## config.mk

```make
export PLATFORM = sky130hd
export DESIGN_NAME = sce_serial_control
export DESIGN_NICKNAME = d
export VERILOG_FILES = /design/src/core/sce_pkg.sv /design/src/core/sce_serial_control.sv
export VERILOG_INCLUDE_DIRS = /design/src /design/src/core
export SDC_FILE = /design/constraint.sdc
export NUM_CORES = 1
export LEC_CHECK = 0
export BUFFER_PORTS_ARGS = -buffer_cell sky130_fd_sc_hd__buf_2
export CORE_ASPECT_RATIO = 1.2
export CORE_MARGIN = 1
export CORE_UTILIZATION = 25
export CTS_BUF_LIST = sky130_fd_sc_hd__clkbuf_16
export CTS_CLUSTER_DIAMETER = 40
export DETAILED_ROUTE_END_ITERATION = 16
export PLACE_DENSITY = 0.53
export SETUP_SLACK_MARGIN = 0.15
export SKIP_LAST_GASP = 1
export SLEW_MARGIN = 20
export SYNTH_ARGS = -nofsm -noshare
export SYNTH_HDL_FRONTEND = slang
export SYNTH_SLANG_ARGS = --single-unit
```

## constraint.sdc

```tcl
create_clock -name clk_sys -period 3.05 [get_ports clk_sys]
set_clock_uncertainty 0.1 [all_clocks]
set_input_delay 0.61 -clock clk_sys [delete_from_list [all_inputs] [get_ports clk_sys]]
set_output_delay 0.61 -clock clk_sys [all_outputs]
set_load 0.01 [all_outputs]
```

## src/core/sce_regs.svh

```systemverilog
// register offsets, reset values, bit positions and timing of the block
`ifndef SCE_REGS_SVH
`define SCE_REGS_SVH
// ----------------------------------------
// offsets
// ----------------------------------------
`define SCE_OFF_CTRL  8'h00
`define SCE_OFF_MODE  8'h04
`define SCE_OFF_STAT  8'h08
`define SCE_OFF_TXBUF 8'h0C
`define SCE_OFF_RXBUF 8'h10
`define SCE_OFF_IRQS  8'h14
`define SCE_OFF_IRQM  8'h18
// ----------------------------------------
// reset values
// ----------------------------------------
`define SCE_CTRL_RST  8'h00
`define SCE_MODE_RST  8'h00
`define SCE_STAT_RST  8'h84
`define SCE_TXBUF_RST 8'hFF
`define SCE_IRQ_RST   4'h0
// ----------------------------------------
// control bits
// ----------------------------------------
`define SCE_CT_TXE_IE  7
`define SCE_CT_RXF_IE  6
`define SCE_CT_TX_EN   5
`define SCE_CT_RX_EN   4
`define SCE_CT_AWAIT   3
`define SCE_CT_TXD_IE  2
`define SCE_CT_CLK_EXT 1
`define SCE_CT_CLK_OUT 0
// ----------------------------------------
// mode bits
// ----------------------------------------
`define SCE_MD_SYNC  7
`define SCE_MD_CHR7  6
`define SCE_MD_PAR   5
`define SCE_MD_ODD   4
`define SCE_MD_STOP2 3
`define SCE_MD_MPF   2
`define SCE_MD_CKS   1:0
// ----------------------------------------
// status bits
// ----------------------------------------
`define SCE_ST_TXE  7
`define SCE_ST_RXF  6
`define SCE_ST_OVR  5
`define SCE_ST_FRM  4
`define SCE_ST_PRTY 3
`define SCE_ST_DONE 2
`define SCE_ST_AMRK 1
`define SCE_ST_AMTX 0
// ----------------------------------------
// timing
// ----------------------------------------
`define SCE_BIT_TICKS  4'hF
`define SCE_HALF_TICKS 4'h7
`endif

```

## src/core/sce_pkg.sv

```systemverilog
// types shared by the serial control block
package sce_pkg;
  typedef enum logic [1:0] {
    SCE_RX_IDLE  = 2'b00,
    SCE_RX_START = 2'b01,
    SCE_RX_BITS  = 2'b11
  } sce_rx_state_t;
endpackage : sce_pkg

```

## src/core/sce_serial_control.sv

```systemverilog
// serial channel control register, interrupt gating and link logic
// Notes on behaviour
// [RULE1] control register clears on power-on reset or standby, not manual reset
// [RULE2] software may read and write every control bit at any time
// [RULE3] tx empty enable gates the request raised when buffer moves to shifter
// [RULE4] tx empty request drops after read-then-clear of flag or enable off
// [RULE5] rx full enable gates both rx full and rx error requests
// [RULE6] rx requests drop after read-then-clear of flag or enable off
// [RULE7] transmitter off forces and holds tx buffer empty at one
// [RULE8] transmitter on starts sending once empty flag is cleared
// [RULE9] software sets frame format before enabling transmitter or receiver
// [RULE10] receiver off leaves rx full and error flags untouched
// [RULE11] reception starts on start bit or on incoming sync clock edges
// [RULE12] address wait acts only in async mode with multiprocessor format
// [RULE13] address wait discards characters, sets no flags, raises no requests
// [RULE14] address character sets marker, clears address wait, resumes receive
// [RULE15] tx done enable gates request when last bit leaves with buffer empty
// [RULE16] clock bits select clock source and async clock output
// [RULE17] clock output bit matters only in async mode with internal clock
// [RULE18] external async clock runs at sixteen times the bit rate
// [RULE19] each request is a level while its flag and enable are both set
//
// Local design decisions: the register addresses and register access over APB.
`timescale 1ns/1ps
`include "sce_regs.svh"
module sce_serial_control #(
  parameter logic [15:0] BAUD_DIV = 16'h0008
) (
  input  wire logic        clk_sys,
  input  wire logic        reset_n,
  input  wire logic        standby,
  input  wire logic        psel,
  input  wire logic        penable,
  input  wire logic        pwrite,
  input  wire logic [7:0]  paddr,
  input  wire logic [31:0] pwdata,
  output logic      [31:0] prdata,
  output logic             pready,
  output logic             pslverr,
  input  wire logic        rxd,
  input  wire logic        sck_in,
  output logic             txd,
  output logic             sck_out,
  output logic             sck_oe,
  output logic             tx_empty_irq,
  output logic             rx_full_irq,
  output logic             rx_error_irq,
  output logic             tx_done_irq,
  output logic             irq
);
  import sce_pkg::*;

  // ----------------------------------------
  // state
  // ----------------------------------------
  logic [7:0]    ctrl_reg, ctrl_next, mode_reg, txbuf_reg, rxbuf_reg;
  logic [7:3]    flag_reg, flag_next, seen_reg, flag_set, st_clr;
  logic          done_reg, mark_reg, amtx_reg;
  logic [3:0]    irqs_reg, irqs_next, irqm_reg, req_w;
  logic          rxd_m, rxd_s, sck_m, sck_s, sck_d;
  logic [15:0]   baud_cnt;
  logic [3:0]    tick_cnt, tx_left, rx_cnt, rx_sub;
  logic [11:0]   tx_sr, frame, rx_bits;
  logic          tx_busy, rx_done;
  sce_rx_state_t rx_state;

  // ----------------------------------------
  // pin synchronisers
  // ----------------------------------------
  always_ff @(posedge clk_sys or negedge reset_n) begin
    if (!reset_n) begin
      {rxd_m, rxd_s, sck_m, sck_s, sck_d} <= 5'h1F;
    end else begin
      rxd_m <= rxd;
      rxd_s <= rxd_m;
      sck_m <= sck_in;
      sck_s <= sck_m;
      sck_d <= sck_s;
    end
  end
  wire sck_rise = sck_s & ~sck_d;
  wire sck_fall = ~sck_s & sck_d;

  // ----------------------------------------
  // field decode
  // ----------------------------------------
  wire txe_ie  = ctrl_reg[`SCE_CT_TXE_IE];
  wire rxf_ie  = ctrl_reg[`SCE_CT_RXF_IE];
  wire tx_en   = ctrl_reg[`SCE_CT_TX_EN];
  wire rx_en   = ctrl_reg[`SCE_CT_RX_EN];
  wire txd_ie  = ctrl_reg[`SCE_CT_TXD_IE];
  wire clk_ext = ctrl_reg[`SCE_CT_CLK_EXT];
  wire clk_out = ctrl_reg[`SCE_CT_CLK_OUT];
  wire sync_m  = mode_reg[`SCE_MD_SYNC];
  wire odd_m   = mode_reg[`SCE_MD_ODD];
  wire mpf_on  = mode_reg[`SCE_MD_MPF] & ~sync_m;
  wire par_on  = mode_reg[`SCE_MD_PAR] & ~mpf_on & ~sync_m;
  wire addr_wait = ctrl_reg[`SCE_CT_AWAIT] & mpf_on; // [RULE12]
  wire [3:0] len = (mode_reg[`SCE_MD_CHR7] & ~sync_m) ? 4'h7 : 4'h8;
  wire       extra = mpf_on | par_on;
  wire [7:0] dmask = (len == 4'h7) ? 8'h7F : 8'hFF;
  wire [3:0] tx_n = sync_m ? 4'h8 : 4'(4'h2 + len + {3'h0, extra}
                                     + {3'h0, mode_reg[`SCE_MD_STOP2]});
  wire [3:0] rx_n = sync_m ? 4'h8 : 4'(len + {3'h0, extra} + 4'h1);

  // ----------------------------------------
  // apb slave
  // ----------------------------------------
  wire acc      = psel & penable;
  wire xfer     = acc & pready;
  wire wr       = xfer & pwrite;
  wire rd       = xfer & ~pwrite;
  wire sel_ctrl = paddr == `SCE_OFF_CTRL;
  wire sel_mode = paddr == `SCE_OFF_MODE;
  wire sel_stat = paddr == `SCE_OFF_STAT;
  wire sel_txb  = paddr == `SCE_OFF_TXBUF;
  wire sel_rxb  = paddr == `SCE_OFF_RXBUF;
  wire sel_irqs = paddr == `SCE_OFF_IRQS;
  wire sel_irqm = paddr == `SCE_OFF_IRQM;
  wire mapped   = sel_ctrl | sel_mode | sel_stat | sel_txb | sel_rxb
                | sel_irqs | sel_irqm;
  wire wr_ctrl  = wr & sel_ctrl;
  wire wr_stat  = wr & sel_stat;
  wire rd_stat  = rd & sel_stat;
  wire rd_irqs  = rd & sel_irqs;
  wire [7:0] stat_w = {flag_reg, done_reg, mark_reg, amtx_reg};
  wire [7:0] rd_mux = sel_ctrl ? ctrl_reg :                // [RULE2]
                      sel_mode ? mode_reg :
                      sel_stat ? stat_w :
                      sel_txb  ? txbuf_reg :
                      sel_rxb  ? rxbuf_reg :
                      sel_irqs ? {4'h0, irqs_reg} :
                      sel_irqm ? {4'h0, irqm_reg} : 8'h00;

  // one wait state keeps read data a plain register
  always_ff @(posedge clk_sys or negedge reset_n) begin
    if (!reset_n) begin
      pready  <= 1'b0;
      pslverr <= 1'b0;
      prdata  <= 32'h0000_0000;
    end else begin
      pready  <= acc & ~pready;
      pslverr <= acc & ~pready & ~mapped;
      if (acc & ~pready) begin
        prdata <= {24'h00_0000, rd_mux};
      end
    end
  end

  // ----------------------------------------
  // bit clock
  // ----------------------------------------
  wire [15:0] baud_lim = 16'((BAUD_DIV << {mode_reg[`SCE_MD_CKS], 1'b0})
                             - 16'h0001);
  wire baud_tick = baud_cnt == baud_lim;
  // async external clock is the 16x clock itself
  wire tick    = clk_ext ? (~sync_m & sck_rise) : baud_tick; // [RULE16]
  wire bit_end = tick & (tick_cnt == `SCE_BIT_TICKS);
  wire tx_ev   = (sync_m & clk_ext) ? sck_fall : bit_end;
  wire rx_sev  = clk_ext ? sck_rise : bit_end;

  always_ff @(posedge clk_sys or negedge reset_n) begin
    if (!reset_n) begin
      baud_cnt <= 16'h0000;
      tick_cnt <= 4'h0;
    end else begin
      baud_cnt <= baud_tick ? 16'h0000 : 16'(baud_cnt + 16'h0001);
      if (tick) begin
        tick_cnt <= 4'(tick_cnt + 4'h1);
      end
    end
  end

  // ----------------------------------------
  // transmitter
  // ----------------------------------------
  wire ebit = mpf_on ? amtx_reg : (^(txbuf_reg & dmask) ^ odd_m);
  always_comb begin
    frame = 12'hFFF;
    if (sync_m) begin
      frame = {4'hF, txbuf_reg};
    end else begin
      frame[0] = 1'b0;
      for (int i = 0; i < 8; i++) begin
        if (i < 32'(len)) begin
          frame[i + 1] = txbuf_reg[i];
        end
      end
      if (extra) begin
        frame[len + 4'h1] = ebit;
      end
    end
  end

  wire tx_load = tx_ev & tx_en & ~flag_reg[`SCE_ST_TXE]     // [RULE8]
               & (~tx_busy | (tx_left == 4'h0));
  wire tx_fin  = tx_ev & tx_busy & (tx_left == 4'h0) & ~tx_load;

  always_ff @(posedge clk_sys or negedge reset_n) begin
    if (!reset_n) begin
      tx_busy <= 1'b0;
      tx_left <= 4'h0;
      tx_sr   <= 12'hFFF;
      txd     <= 1'b1;
    end else if (standby) begin
      tx_busy <= 1'b0;
      txd     <= 1'b1;
    end else if (tx_load) begin
      tx_busy <= 1'b1;
      tx_left <= 4'(tx_n - 4'h1);
      tx_sr   <= {1'b1, frame[11:1]};
      txd     <= frame[0];
    end else if (tx_ev & tx_busy) begin
      if (tx_left == 4'h0) begin
        tx_busy <= 1'b0;
        txd     <= 1'b1;
      end else begin
        tx_left <= 4'(tx_left - 4'h1);
        tx_sr   <= {1'b1, tx_sr[11:1]};
        txd     <= tx_sr[0];
      end
    end
  end

  // ----------------------------------------
  // receiver
  // ----------------------------------------
  wire samp = sync_m ? rx_sev : (tick & (rx_sub == `SCE_BIT_TICKS));

  always_ff @(posedge clk_sys or negedge reset_n) begin
    if (!reset_n) begin
      rx_state <= SCE_RX_IDLE;
      rx_cnt   <= 4'h0;
      rx_sub   <= 4'h0;
      rx_bits  <= 12'h000;
      rx_done  <= 1'b0;
    end else begin
      rx_done <= 1'b0;
      if (tick) begin
        rx_sub <= 4'(rx_sub + 4'h1);
      end
      if (standby | ~rx_en) begin
        rx_state <= SCE_RX_IDLE;
      end else begin
        case (rx_state)
          SCE_RX_IDLE: begin
            rx_cnt <= 4'h0;
            rx_sub <= 4'h0;
            if (sync_m) begin
              rx_state <= SCE_RX_BITS;                         // [RULE11]
            end else if (~rxd_s) begin
              rx_state <= SCE_RX_START;                        // [RULE11]
            end
          end
          SCE_RX_START: begin
            // mid-bit recheck rejects glitches on the line
            if (tick & (rx_sub == `SCE_HALF_TICKS)) begin
              rx_sub   <= 4'h0;
              rx_state <= rxd_s ? SCE_RX_IDLE : SCE_RX_BITS;
            end
          end
          SCE_RX_BITS: begin
            if (samp) begin
              rx_bits[rx_cnt] <= rxd_s;
              rx_cnt <= 4'(rx_cnt + 4'h1);
              if (rx_cnt == 4'(rx_n - 4'h1)) begin
                rx_done  <= 1'b1;
                rx_state <= SCE_RX_IDLE;
              end
            end
          end
          default: begin
            rx_state <= SCE_RX_IDLE;
          end
        endcase
      end
    end
  end

  wire [7:0] rx_data = rx_bits[7:0] & dmask;
  wire rx_ext  = rx_bits[len];
  wire rx_stop = rx_bits[4'(len + {3'h0, extra})];
  wire rx_drop = rx_done & addr_wait & ~rx_ext;             // [RULE13]
  wire rx_take = rx_done & ~rx_drop;
  wire rx_load = rx_take & ~flag_reg[`SCE_ST_RXF];
  wire aw_end  = rx_done & addr_wait & rx_ext;              // [RULE14]

  // ----------------------------------------
  // registers and flags
  // ----------------------------------------
  // rx flags only ever set by receive events, so receiver off keeps them
  assign flag_set = {~tx_en | tx_load,                      // [RULE7]
                     rx_load,                               // [RULE10]
                     rx_take & flag_reg[`SCE_ST_RXF],
                     rx_load & ~sync_m & ~rx_stop,
                     rx_load & par_on & ((^rx_data ^ rx_ext) != odd_m)};
  assign st_clr    = {5{wr_stat}} & ~pwdata[7:3] & seen_reg;  // [RULE4] [RULE6]
  assign flag_next = flag_set | (flag_reg & ~st_clr);
  // software write wins over the automatic address-wait clear
  always_comb begin
    ctrl_next = ctrl_reg;
    if (wr_ctrl) begin
      ctrl_next = pwdata[7:0];                             // [RULE2]
    end else if (aw_end) begin
      ctrl_next[`SCE_CT_AWAIT] = 1'b0;                     // [RULE14]
    end
  end

  always_ff @(posedge clk_sys or negedge reset_n) begin
    if (!reset_n) begin
      ctrl_reg  <= `SCE_CTRL_RST;                          // [RULE1]
      mode_reg  <= `SCE_MODE_RST;
      txbuf_reg <= `SCE_TXBUF_RST;
      rxbuf_reg <= 8'h00;
      {flag_reg, done_reg, mark_reg, amtx_reg} <= `SCE_STAT_RST;
      seen_reg  <= 5'h00;
    end else if (standby) begin
      ctrl_reg  <= `SCE_CTRL_RST;                          // [RULE1]
      mode_reg  <= `SCE_MODE_RST;
      txbuf_reg <= `SCE_TXBUF_RST;
      {flag_reg, done_reg, mark_reg, amtx_reg} <= `SCE_STAT_RST;
      seen_reg  <= 5'h00;
    end else begin
      ctrl_reg <= ctrl_next;
      flag_reg <= flag_next;
      seen_reg <= ((rd_stat ? flag_reg : 5'h00) | seen_reg) & ~st_clr;
      done_reg <= tx_fin | (done_reg & ~st_clr[`SCE_ST_TXE]); // [RULE15]
      if (wr & sel_mode) begin
        mode_reg <= pwdata[7:0];
      end
      if (wr & sel_txb) begin
        txbuf_reg <= pwdata[7:0];
      end
      if (wr_stat) begin
        amtx_reg <= pwdata[`SCE_ST_AMTX];
      end
      if (rx_take & mpf_on) begin
        mark_reg <= rx_ext;                                // [RULE14]
      end
      if (rx_load) begin
        rxbuf_reg <= rx_data;
      end
    end
  end

  // ----------------------------------------
  // interrupts and clock pin
  // ----------------------------------------
  assign req_w = {txe_ie & flag_reg[`SCE_ST_TXE],            // [RULE3]
                  rxf_ie & flag_reg[`SCE_ST_RXF],            // [RULE5]
                  rxf_ie & (|flag_reg[`SCE_ST_OVR:`SCE_ST_PRTY]),
                  txd_ie & done_reg};                        // [RULE15]
  wire [3:0] req_q = {tx_empty_irq, rx_full_irq, rx_error_irq, tx_done_irq};
  // set beats the read clear so an edge in the read cycle survives
  assign irqs_next = (req_w & ~req_q)
                   | (irqs_reg & ~(rd_irqs ? irqs_reg : 4'h0));

  always_ff @(posedge clk_sys or negedge reset_n) begin
    if (!reset_n) begin
      {tx_empty_irq, rx_full_irq, rx_error_irq, tx_done_irq} <= 4'h0;
      irqs_reg <= `SCE_IRQ_RST;
      irqm_reg <= `SCE_IRQ_RST;
      irq      <= 1'b0;
      sck_oe   <= 1'b0;
      sck_out  <= 1'b1;
    end else begin
      {tx_empty_irq, rx_full_irq, rx_error_irq, tx_done_irq} <= req_w; // [RULE19]
      irqs_reg <= irqs_next;
      if (wr & sel_irqm) begin
        irqm_reg <= pwdata[3:0];
      end
      // a mask write shows on the line in the same cycle as the new mask
      irq    <= |(irqs_next & ((wr & sel_irqm) ? pwdata[3:0] : irqm_reg));
      sck_oe <= ~clk_ext & (sync_m | clk_out);             // [RULE16] [RULE17]
      // sync clock idles high between characters
      sck_out <= (sync_m & ~tx_busy & (rx_state == SCE_RX_IDLE))
               ? 1'b1 : tick_cnt[3];
    end
  end
endmodule : sce_serial_control

```

# == Word level (Yosys, flattened, before mapping) ==
# Cells that the tools add are included.
# op_classes
n_addsub,14
order_cmp,14
eq_ne,21
shifts,1
n_mux,97
bitwise_logic,100
n_reduce_logical,25
# op_table
operator,count
$mux W8,11
$mux W12,5
$mux W4,15
$and A1 B1 Y1,50
$mux W1,45
$bwmux W12,2
$eq A8 B5 Y1 const B,3
$add A4 B1 Y4 const B,5
$and A5 B5 Y5,4
$lt A4 B5 Y1 const B,4
$not A1 Y1,20
$add A16 B1 Y16 const B,1
$and A8 B8 Y8,2
$eq A16 B16 Y1,1
$eq A8 B4 Y1 const B,2
$lt A3 B4 Y1 const A,4
$mux W16,1
$pmux W4 S2,2
$reduce_xor A8 Y1,2
$shl A4 B3 Y16 const A,1
$sub A16 B1 Y16 const B,1
$mux W5,3
$mux W2,7
$reduce_bool A2 Y1,7
other kinds (37),74
# totals
ff_bits,136
elab_cells,310

# == Logic depth before layout (Yosys ltp) ==
# Gate-level depths: netlist of run 1.
# depth
word_depth,15
ltp_mapped,13
ltp_nobuf,12

# == Worst setup path before layout of run 1 ==
# Ideal clock, no wire load.
# synth_timing
kind,register to register
from,register baud_cnt[9]
to,register tx_left[2]
setup_ns,0.127
arrival_time_ns,3.138
setup_slack_ns,-0.315
stages_incl_launch_ff,10
cell_sequence,dfrtp_1 > or4_1 > or4_1 > a311o_1 > a21oi_2 > clkbuf_1 > a31oi_1 > ha_1 > o41ai_1 > o2bb2a_1
# synth_between
elab_chain_len,9
# synth_rtl
element,line_no,source
"start, declared",sce_serial_control.sv:61,logic [15:0] baud_cnt;
"start signal, assigned",sce_serial_control.sv:167,baud_cnt <= baud_tick ? 16'h0000 : 16'(baud_cnt + 16'h0001);
$eq A16 B16 Y1 *,sce_serial_control.sv:155,wire baud_tick = baud_cnt == baud_lim;
$mux W1 *,sce_serial_control.sv:157,wire tick = clk_ext ? (~sync_m & sck_rise) : baud_tick;
$and A1 B1 Y1 *,sce_serial_control.sv:158,wire bit_end = tick & (tick_cnt == `SCE_BIT_TICKS);
$mux W1 *,sce_serial_control.sv:159,wire tx_ev = (sync_m & clk_ext) ? sck_fall : bit_end;
$and A1 B1 Y1 (3 in a row),sce_serial_control.sv:195,wire tx_load = tx_ev & tx_en & ~flag_reg[`SCE_ST_TXE]
$ne A2 B2 Y1 (no source line) / $reduce_bool A2 Y1 (equally long branches),n/a,
$reduce_and A3 Y1 (no source line),n/a,
"end signal, assigned",sce_serial_control.sv:210,tx_left <= 4'(tx_n - 4'h1);
"end signal, assigned",sce_serial_control.sv:218,tx_left <= 4'(tx_left - 4'h1);
"end, declared",sce_serial_control.sv:62,"logic [3:0] tick_cnt, tx_left, rx_cnt, rx_sub;"
# Mark *: on every way between the ends. The rest lies on a longest branch, timed or not.
# A chain may end at the register's enable or synchronous reset.

# == Worst setup path after layout of run 1 ==
# layout_timing
from,register baud_cnt[13]
to,register rx_bits[4]
# layout_between
elab_chain_len,6
# layout_rtl
element,line_no,source
$eq A16 B16 Y1 *,sce_serial_control.sv:155,
$mux W1 *,sce_serial_control.sv:157,
$and A1 B1 Y1,sce_serial_control.sv:158,
$mux W1,sce_serial_control.sv:160,wire rx_sev = clk_ext ? sck_rise : bit_end;
$mux W1 *,sce_serial_control.sv:228,wire samp = sync_m ? rx_sev : (tick & (rx_sub == `SCE_BIT_TICKS));
$reduce_and A3 Y1 (no source line) *,n/a,
"end signal, assigned by index",sce_serial_control.sv:264,rx_bits[rx_cnt] <= rxd_s;
"end, declared",sce_serial_control.sv:63,"logic [11:0] tx_sr, frame, rx_bits;"
# Marked as above.

==> results list, run 1 <==
- The total overflow left after global routing is 0.
* Cell types occupying the most area after synthesis: sky130_fd_sc_hd__dfrtp_1, sky130_fd_sc_hd__dfstp_2, sky130_fd_sc_hd__mux2i_1, sky130_fd_sc_hd__nand2_1, sky130_fd_sc_hd__nor2_1
- Hold violation total from the final report: 0
- Leakage component of the power: 3.732 nW
- Share of total power consumed by net switching: between 20% and 30%
- For this design the ratio of total power to cell area is ~490 nW/um2.
- Number of synthesized flops with an enable pin: 0
- For the worst setup path, the data required time is roughly 3.3 ns.
- Critical Path AT: 3.25 ns
* Portion of the clock cycle consumed by the worst path in the final layout: approximately 100%
- Boundary Pins: 90
- Count leader, synth: sky130_fd_sc_hd__dfrtp_1
* Average wire length per cell after detail routing: 15.54 um
- The worst path meets setup with 0.006831 ns of slack.
- Slew Viols, Final: 0
- Number of remaining DRC errors: 0
* Total GRT Usage: between 10% and 20%
- For this block, the initial DRC count from the detailed router was 323.
* Post-synthesis cell type with the largest combined area: sky130_fd_sc_hd__dfrtp_1
- Total setup violations reported at the end of the flow: 0
- Netlist area before placement: 7044 um2
- Shortest period the worst path allows: 3.043 ns
- Clock tree synthesis selected as its root buffer the cell sky130_fd_sc_hd__clkbuf_16.
- Std-Cell Rows: between 60 and 70
- Adding up every negative setup slack in the final design gives 0 ns.
* Initial core utilization: roughly a quarter
- The clock network accounts for 53.3% of the total power.
* Class of the most critical hold timing path: input port to async pin
- The tree built by TritonCTS fans out to 131 sinks.
* Sort of element at the start of the critical path: flip-flop
- RD Place Congestion: 0.7993
* Hold buffer count at CTS: 0
- TritonCTS Buffers: 17
- CTS tree: done
- Average instance area after synthesis: about 10 um2
* Total of warnings raised by yosys: 0
- Filler cells: 2,853
- Critical path type: flip-flop to flip-flop
- In the final layout, the registers with the most flip-flops are baud_cnt x16, rx_bits x10, tx_sr x9.
* Drt total wl: approximately 18,000 um
- Before CTS, the worst setup slack after placement is -0.01674 ns.
- Final non-filler cell total: 1,176
* Maximum VDD drop: approximately 0.00035 V
* Tightest Pin Transition: 0.5837 ns
- The most used flip-flop cell after synthesis is sky130_fd_sc_hd__dfrtp_1.
* Area growth, synth to finish: 22.43%
- The register with the most flip-flops in the layout has 16 of them.
- Count of unique library cells instantiated by Yosys: 71
- Measured along the x axis, the die boundary spans 155.2 um.
- Across the run, the number of max-cap violations was 0.
- The die covers 28,860 um2.
- Largest net degree at the start of global routing: 59
- Max-Slew Margin vs Limit: between 60% and 70%
- Area inside the core boundary: 27,420 um2
* Drt via density: 4.617
- The cell count after synthesis came out at 710.
- Design Power: 0.004184 W
* Count of nets left with antenna violations after detail routing: 0
* Clock edge transition at the registers on the reported setup and hold paths: 0.06 ns
* Dpl cells: 1,138
* First-pass DRT Iterations: 4
- Fraction of post-synthesis cell area in the top cell type by area: 37.30%
- Summing over every cut layer, the via total after detailed routing is 5,430.
* Layout cells sized above 1: 23.85%
- Nets: approximately 850
- Clock latency of the later-clocked register in the worst-skew pair: between 0.4 and 0.5 ns
- Counting flops with an async set or reset pin after synthesis yields a share of 100.0%.
* Count of buffers from port buffering: 41
* Combinational share of power: 4.1%
- The number of global-route vias before repair is 5,329.
* Detailed Place HPWL: 13,140 um
- Flop pwr share: 42.6%
- Achievable frequency: between 300 and 400 MHz
- baud_cnt holds more flip-flops than any other register.
- First-pass GRT wire length: roughly 30,000 um
* Largest fanout on the critical path: 5
- The number of antenna violations at the first check in global routing is 3.
- No sink is reached through more buffers than the 2 on the longest clock path.
- Run status: completed
* Setup repair after global routing missed its margin: true
* Synth cell count leaders: sky130_fd_sc_hd__dfrtp_1, sky130_fd_sc_hd__nand2_1, sky130_fd_sc_hd__nor2_1
* Cell internal power dissipation: between 0.003 and 0.004 W
* Crit end category: flip-flop
- Sw Pwr: 0.0009246 W
* Sequential area share after synthesis: 47.00%
- Measured along the y axis, the die boundary spans 185.9 um.
* H-Tree Level Count: 4
- The synthesized design contains 131 register bits.
per-layer routing:
layer,up-vias,global-route usage (%),share of wire (%)
met5,-,0,0.13
met3,25,3.516,4.5
li1,2608,-,-
met4,4,4.745,1.5
met1,2685,17.50,45
met2,108,21.87,48
power by group through the flow:
stage	Combinational, W	Clock, W	Sequential (W)
after floorplan	0.0000843	0	0.00182
after global placement	0.000174	0	0.00181
after detailed placement	0.000175	0	0.00181
after CTS	0.000176	0.00227	0.00178
after global routing	0.000194	0.00237	0.00179
final	0.000171	0.00223	0.00178
final timing paths:
kind                       slack [ns]                  endpoint                   start  cells past startpoint
hold / removal                   0.04     baud_cnt[0]$_DFF_PN0_                 reset_n                      1
min in group clk_sys             0.18           sck_m$_DFF_PN1_                  sck_in                      1
setup reg to reg                0.007    rx_bits[4]$_DFFE_PN0P_  baud_cnt[13]$_DFF_PN0_                      8
max in group asynchronous        2.04  txbuf_reg[6]$_DFFE_PN1P_                 reset_n                      2
hold reg to reg                  0.26           sck_s$_DFF_PN1_         sck_m$_DFF_PN1_                      0
setup / recovery                0.007    rx_bits[4]$_DFFE_PN0P_  baud_cnt[13]$_DFF_PN0_                      8
cell families (layout without fill, tap and decap cells):
kind of cell / count (synthesis) / after routing / share of synthesized area (%)
buffers and inverters: 70 / 138 / 5.080
adders and majority gates: 17 / 17 / 3.126
other: 1 / 25 / 0.05323
muxes: 63 / 63 / 9.662
DFF: 131 / 131 / 47.00
xor gates and xnor gates: 41 / 41 / 5.098
AOI/OAI and AO/OA: 125 / 125 / 11.97
and+or+nand+nor: 262 / 262 / 18.01
layout by cell type (no fill, tap or decap), drive strengths merged, types with 3 or more instances in the layout:
cell    Yosys  routed
nand3b      6       6
a21oi      28      28
o31ai       3       3
nand4       5       5
ha         16      16
nor4        5       5
dfrtp     105     105
mux2i      38      38
o21ai      33      33
dfstp      26      26
xor2       10      10
a221oi      8       8
and2        4       4
conb        1      24
inv        18      19
clkinv      1       8
nor4b       3       3
o21a        3       3
nor2       74      74
nand3      21      21
nor2b       9       9
bufinv      0       5
clkbuf     21      18
mux2       24      24
nand2      94      94
nand2b     11      11
buf        30      86
a31oi      18      18
or4         5       5
and3        5       5
nor3        9       9
a22oi       7       7
xnor2      31      31
a311oi      3       3
through the flow:
step	hold WS [ns]	area [um2]	utilization, %
floorplan	0.2144	7153	-
global placement	0.2456	7863	28.68
detailed placement	0.2489	7863	28.68
CTS	0.07221	8519	31.07
global route	0.07803	8622	31.45
finish	0.04406	8625	31.46
repair_timing:
item,4_1_cts,5_1_grt
gates cloned,0,1
setup endpoints to repair,5,24
pin swaps,3,11
gates resized for setup,2,16
buffers inserted,1,3
worst max-delay path, stage by stage (launching register included):
cell                       delay (ns)
sky130_fd_sc_hd__dfrtp_1         0.38
sky130_fd_sc_hd__or4_4           0.53
sky130_fd_sc_hd__or4_4           0.51
sky130_fd_sc_hd__a311oi_4        0.31
sky130_fd_sc_hd__buf_6           0.18
sky130_fd_sc_hd__o211ai_4        0.13
sky130_fd_sc_hd__nor4b_4         0.36
sky130_fd_sc_hd__nand2_1         0.12
sky130_fd_sc_hd__mux2_4          0.31
final cells by class:
class                      count  area (um2)  share of cell area (%)
multi-input combinational    532        3525                   40.87
clock inverter                15       212.7                   2.466
timing repair buffer          87       606.8                   7.036
sequential                   131        3312                   38.40
clock buffer                  17       425.4                   4.933
antenna                        1       2.502                 0.02901
tap                          374       467.9                   5.426
inverter                      19       72.57                  0.8414
Note: power is estimated with default switching activity, not from simulation.
==> inputs of run 2 (changes only) <==
- ABC_AREA: not set -> 1
==> results list, run 2 <==
- The run finished with clean final reports.
- In this run the critical register-to-register path is launched from mode_reg[5]$_DFFE_PN0P_.
* Detailed Place HPWL: 14,040 um
- RD Place Congestion: about 0.83
* Beginning of the critical path: mode_reg[5]$_DFFE_PN0P_
* Hold buffer count at CTS: 0
- The largest registers in the layout are baud_cnt x16, rx_bits x10, tx_sr x9.
* Initial core utilization: 25.61%
- Drt total wl: approximately 18,000 um
* Die extent in y: 187.8 um
- In the final layout, the share of cells above drive strength 1 is 15.34%.
* Fraction of post-synthesis cell area in the top cell type by area: a little over a third
- The clock passes through at most 2 buffers.
- Synth cell count leaders: sky130_fd_sc_hd__nand2_1, sky130_fd_sc_hd__inv_1, sky130_fd_sc_hd__dfrtp_1
- Power density over cell area: 534.3 nW/um2
- Shortest period the worst path allows: 2.651 ns
- Count leader, synth: sky130_fd_sc_hd__nand2_1
* Number of clock sinks: between 100 and 150
- Max-Slew Margin vs Limit: 32.90%
* Hold violation total from the final report: 0
- For this run the aggregate overflow at the end of global routing stands at 0.
- Most frequent standard cell in the layout excluding fill and tap cells: sky130_fd_sc_hd__nand2_1
- Worst Reg2Reg Path Length in Cells: 16
- Fraction of registers with async set/reset: 100.0%
* Vias in the first global route: between 5k and 6k
* Total setup violations reported at the end of the flow: 0
- Average instance area after synthesis: around 8.0 um2
- Critical path type: flip-flop to flip-flop
- Slew Viols, Final: 0
- Total of warnings raised by yosys: 0
- Setup repair after global routing left no endpoint under its margin.
* Largest fanout on the critical path: 4
- After floorplanning, the core was sized to cover 28,080 um2.
* Nets: a little over 1k
* Number of remaining DRC errors: 0
- Synthesis produced 897 cells.
* Drt via density: between 4 and 5
- baud_cnt holds more flip-flops than any other register.
- Based on the critical path, the design can be clocked at up to 377.3 MHz.
- Worst path required time: approximately 3.3 ns
* Sequential area share after synthesis: a little under half
- The die is 156.8 um wide.
* Largest register FFs: 16
- Top library cells by usage in the layout, fill and taps aside: sky130_fd_sc_hd__nand2_1, sky130_fd_sc_hd__inv_1, sky130_fd_sc_hd__dfrtp_1, sky130_fd_sc_hd__nor2_1, sky130_fd_sc_hd__o21ai_0
- In the final timing run, aggregate negative setup slack is 0 ns.
* Class of the most critical hold timing path: input port to async pin
- Global routing consumed, over all layers together, 13.35% of the routing resources.
* Count of buffers from port buffering: 41
* First-pass DRT Iterations: 4
- Across the VDD grid, the largest voltage drop is approximately 0.00038 V.
* Initial DRC Count: 322
- Routed vias: 5,843
- The first global-routing pass estimated between 20,000 and 30,000 um of wire.
- Crit end category: flip-flop
* Boundary Pins: 90
- Cell types occupying the most area after synthesis: sky130_fd_sc_hd__dfrtp_1, sky130_fd_sc_hd__nand2_1, sky130_fd_sc_hd__dfstp_2, sky130_fd_sc_hd__inv_1, sky130_fd_sc_hd__o21ai_0
- Reg-to-reg setup timing slack: 0.40 ns
* RR Endpoint: rx_state[0]$_DFFE_PN0P_
* Portion of the clock cycle consumed by the worst path in the final layout: 86.90%
- Largest net degree at the start of global routing: 72
* Flops & latches, synth: between 100 and 150
* Average wire length per cell after detail routing: 13.68 um
* Max Cap Violations: 0
- Antenna Diode Count: 0
- Of all cell types, the one taking the most synthesized area is sky130_fd_sc_hd__dfrtp_1.
- The worst setup path is launched from a flip-flop.
- Area growth, synth to finish: 16.77%
- TritonCTS built the clock tree.
- Among all flip-flop cells after synthesis, the most frequent one is sky130_fd_sc_hd__dfrtp_1.
- Number of synthesized flops with an enable pin: 0
* Clock edge transition at the registers on the reported setup and hold paths: 0.06 ns
- Count of nets left with antenna violations after detail routing: 0
- Count of unique library cells instantiated by Yosys: 45
- The number of antenna violations at the first check in global routing is 0.
- Netlist area before placement: 7192 um2
- H-Tree Level Count: 4
- Crit path to: rx_state[0]$_DFFE_PN0P_
* Critical Path AT: 2.86 ns
* Std-Cell Rows: 67
- At the later pin of the worst-skew pair, clock insertion delay measures 0.42 ns.
- DIE AREA: 29,450 um2
- The analysis attributes to cell leakage a power of 4.139 nW.
* TritonCTS Buffers: 17
- Worst-case hold slack: 0.1112 ns
- Tightest Pin Transition: 1.006 ns
- Clock root buffer: sky130_fd_sc_hd__clkbuf_16
==> run 2: changes by cell type after synthesis, moves of 9 or more <==
cell                       before  now
sky130_fd_sc_hd__inv_1         18  132
sky130_fd_sc_hd__nor2b_1        9    0
sky130_fd_sc_hd__clkbuf_1      21   10
sky130_fd_sc_hd__nand2_1       94  210
sky130_fd_sc_hd__a31oi_1       18    3
sky130_fd_sc_hd__nand3_1       21   43
sky130_fd_sc_hd__nand2b_1      11    0
sky130_fd_sc_hd__mux2_2        20    5
sky130_fd_sc_hd__o211ai_1       1   10
sky130_fd_sc_hd__xnor2_1       31   15
sky130_fd_sc_hd__mux2i_1       38    0
sky130_fd_sc_hd__o21ai_0       32   75
==> run 2: layer usage <==
layer | share of wire (%) | vias up | global-route usage, %
met1 | 44 | 2767 | 15.92
met4 | 2.9 | 0 | 6.637
li1 | - | 2935 | -
met5 | 0 | - | 0
met3 | 3.5 | 31 | 2.773
met2 | 50 | 110 | 22.53
==> run 2: worst min path at each step <==
stage / startpoint / endpoint / slack [ns] / cells after the start
finish: reset_n / tx_left[0]$_DFFE_PN0P_ / 0.11 / 1
global route: reset_n / tx_left[0]$_DFFE_PN0P_ / 0.16 / 1
CTS: reset_n / mode_reg[5]$_DFFE_PN0P_ / 0.13 / 1
detailed placement: rxd_m$_DFF_PN1_ / rxd_s$_DFF_PN1_ / 0.25 / 0
global placement: rxd_m$_DFF_PN1_ / rxd_s$_DFF_PN1_ / 0.25 / 0
floorplan: reset_n / amtx_reg$_DFFE_PN0P_ / 0.21 / 0
==> run 2: logic make-up after synthesis <==
family | Yosys count | synth area share, %
muxes | 5 | 0.7828
DFF | 131 | 46.03
xor gates and xnor gates | 33 | 4.019
AOI/OAI and AO/OA | 140 | 11.19
and+or+nand+nor | 388 | 23.43
other | 1 | 0.05214
buffers and inverters | 182 | 11.43
adders and majority gates | 17 | 3.062
==> run 2: power breakdown <==
group | internal (W) | switching [W]
combinational | 0.000199 | 0.000352
sequential | 0.00186 | 0.0000926
clock | 0.00119 | 0.000792
total | 0.00325 | 0.00124
==> run 2: cell type report <==
class / count / area, um2
Tap cell: 379 / 474.2
Clock buffer: 17 / 425.4
Fill cell: 3014 / 19690
Inverter: 138 / 518.0
Timing Repair Buffer: 57 / 344.1
Multi-Input combinational cell: 607 / 3182
Sequential cell: 131 / 3311
Clock inverter: 15 / 143.9
==> run 2: per-stage QoR <==
| stage | utilization (%) | power (W) | instances | setup WS, ns | cell area [um2] |
|---|---|---|---|---|---|
| after floorplan | - | 0.002341 | 920 | 0.6441 | 7278 |
| after global placement | 27.72 | 0.002505 | 1311 | 0.2889 | 7785 |
| after detailed placement | 27.72 | 0.002519 | 1311 | 0.2348 | 7785 |
| after CTS | 29.75 | 0.004524 | 1343 | 0.2136 | 8354 |
| after global routing | 29.90 | 0.004689 | 1344 | 0.1478 | 8398 |
| final | 29.90 | 0.004487 | 1344 | 0.3995 | 8398 |
==> run 2: timing repair <==
item                                    CTS  global route
endpoints found under the setup margin    0             3
gates resized for setup                   0             6
setup buffers                             0             1
==> run 2: worst max-delay path, cell delays in order, from the launching register on <==
cell and delay, ns:
sky130_fd_sc_hd__dfrtp_1 0.38, sky130_fd_sc_hd__inv_1 0.09, sky130_fd_sc_hd__nor3_1 0.07, sky130_fd_sc_hd__nor2_2 0.23
sky130_fd_sc_hd__inv_2 0.09, sky130_fd_sc_hd__ha_4 0.28, sky130_fd_sc_hd__nand2_1 0.10, sky130_fd_sc_hd__ha_1 0.25
sky130_fd_sc_hd__xnor2_2 0.16, sky130_fd_sc_hd__xnor2_2 0.18, sky130_fd_sc_hd__o2111ai_2 0.16, sky130_fd_sc_hd__nand3_1 0.10
sky130_fd_sc_hd__nand2_1 0.05, sky130_fd_sc_hd__inv_1 0.08, sky130_fd_sc_hd__nand3_1 0.09, sky130_fd_sc_hd__nand2_1 0.07
sky130_fd_sc_hd__nand2_1 0.05
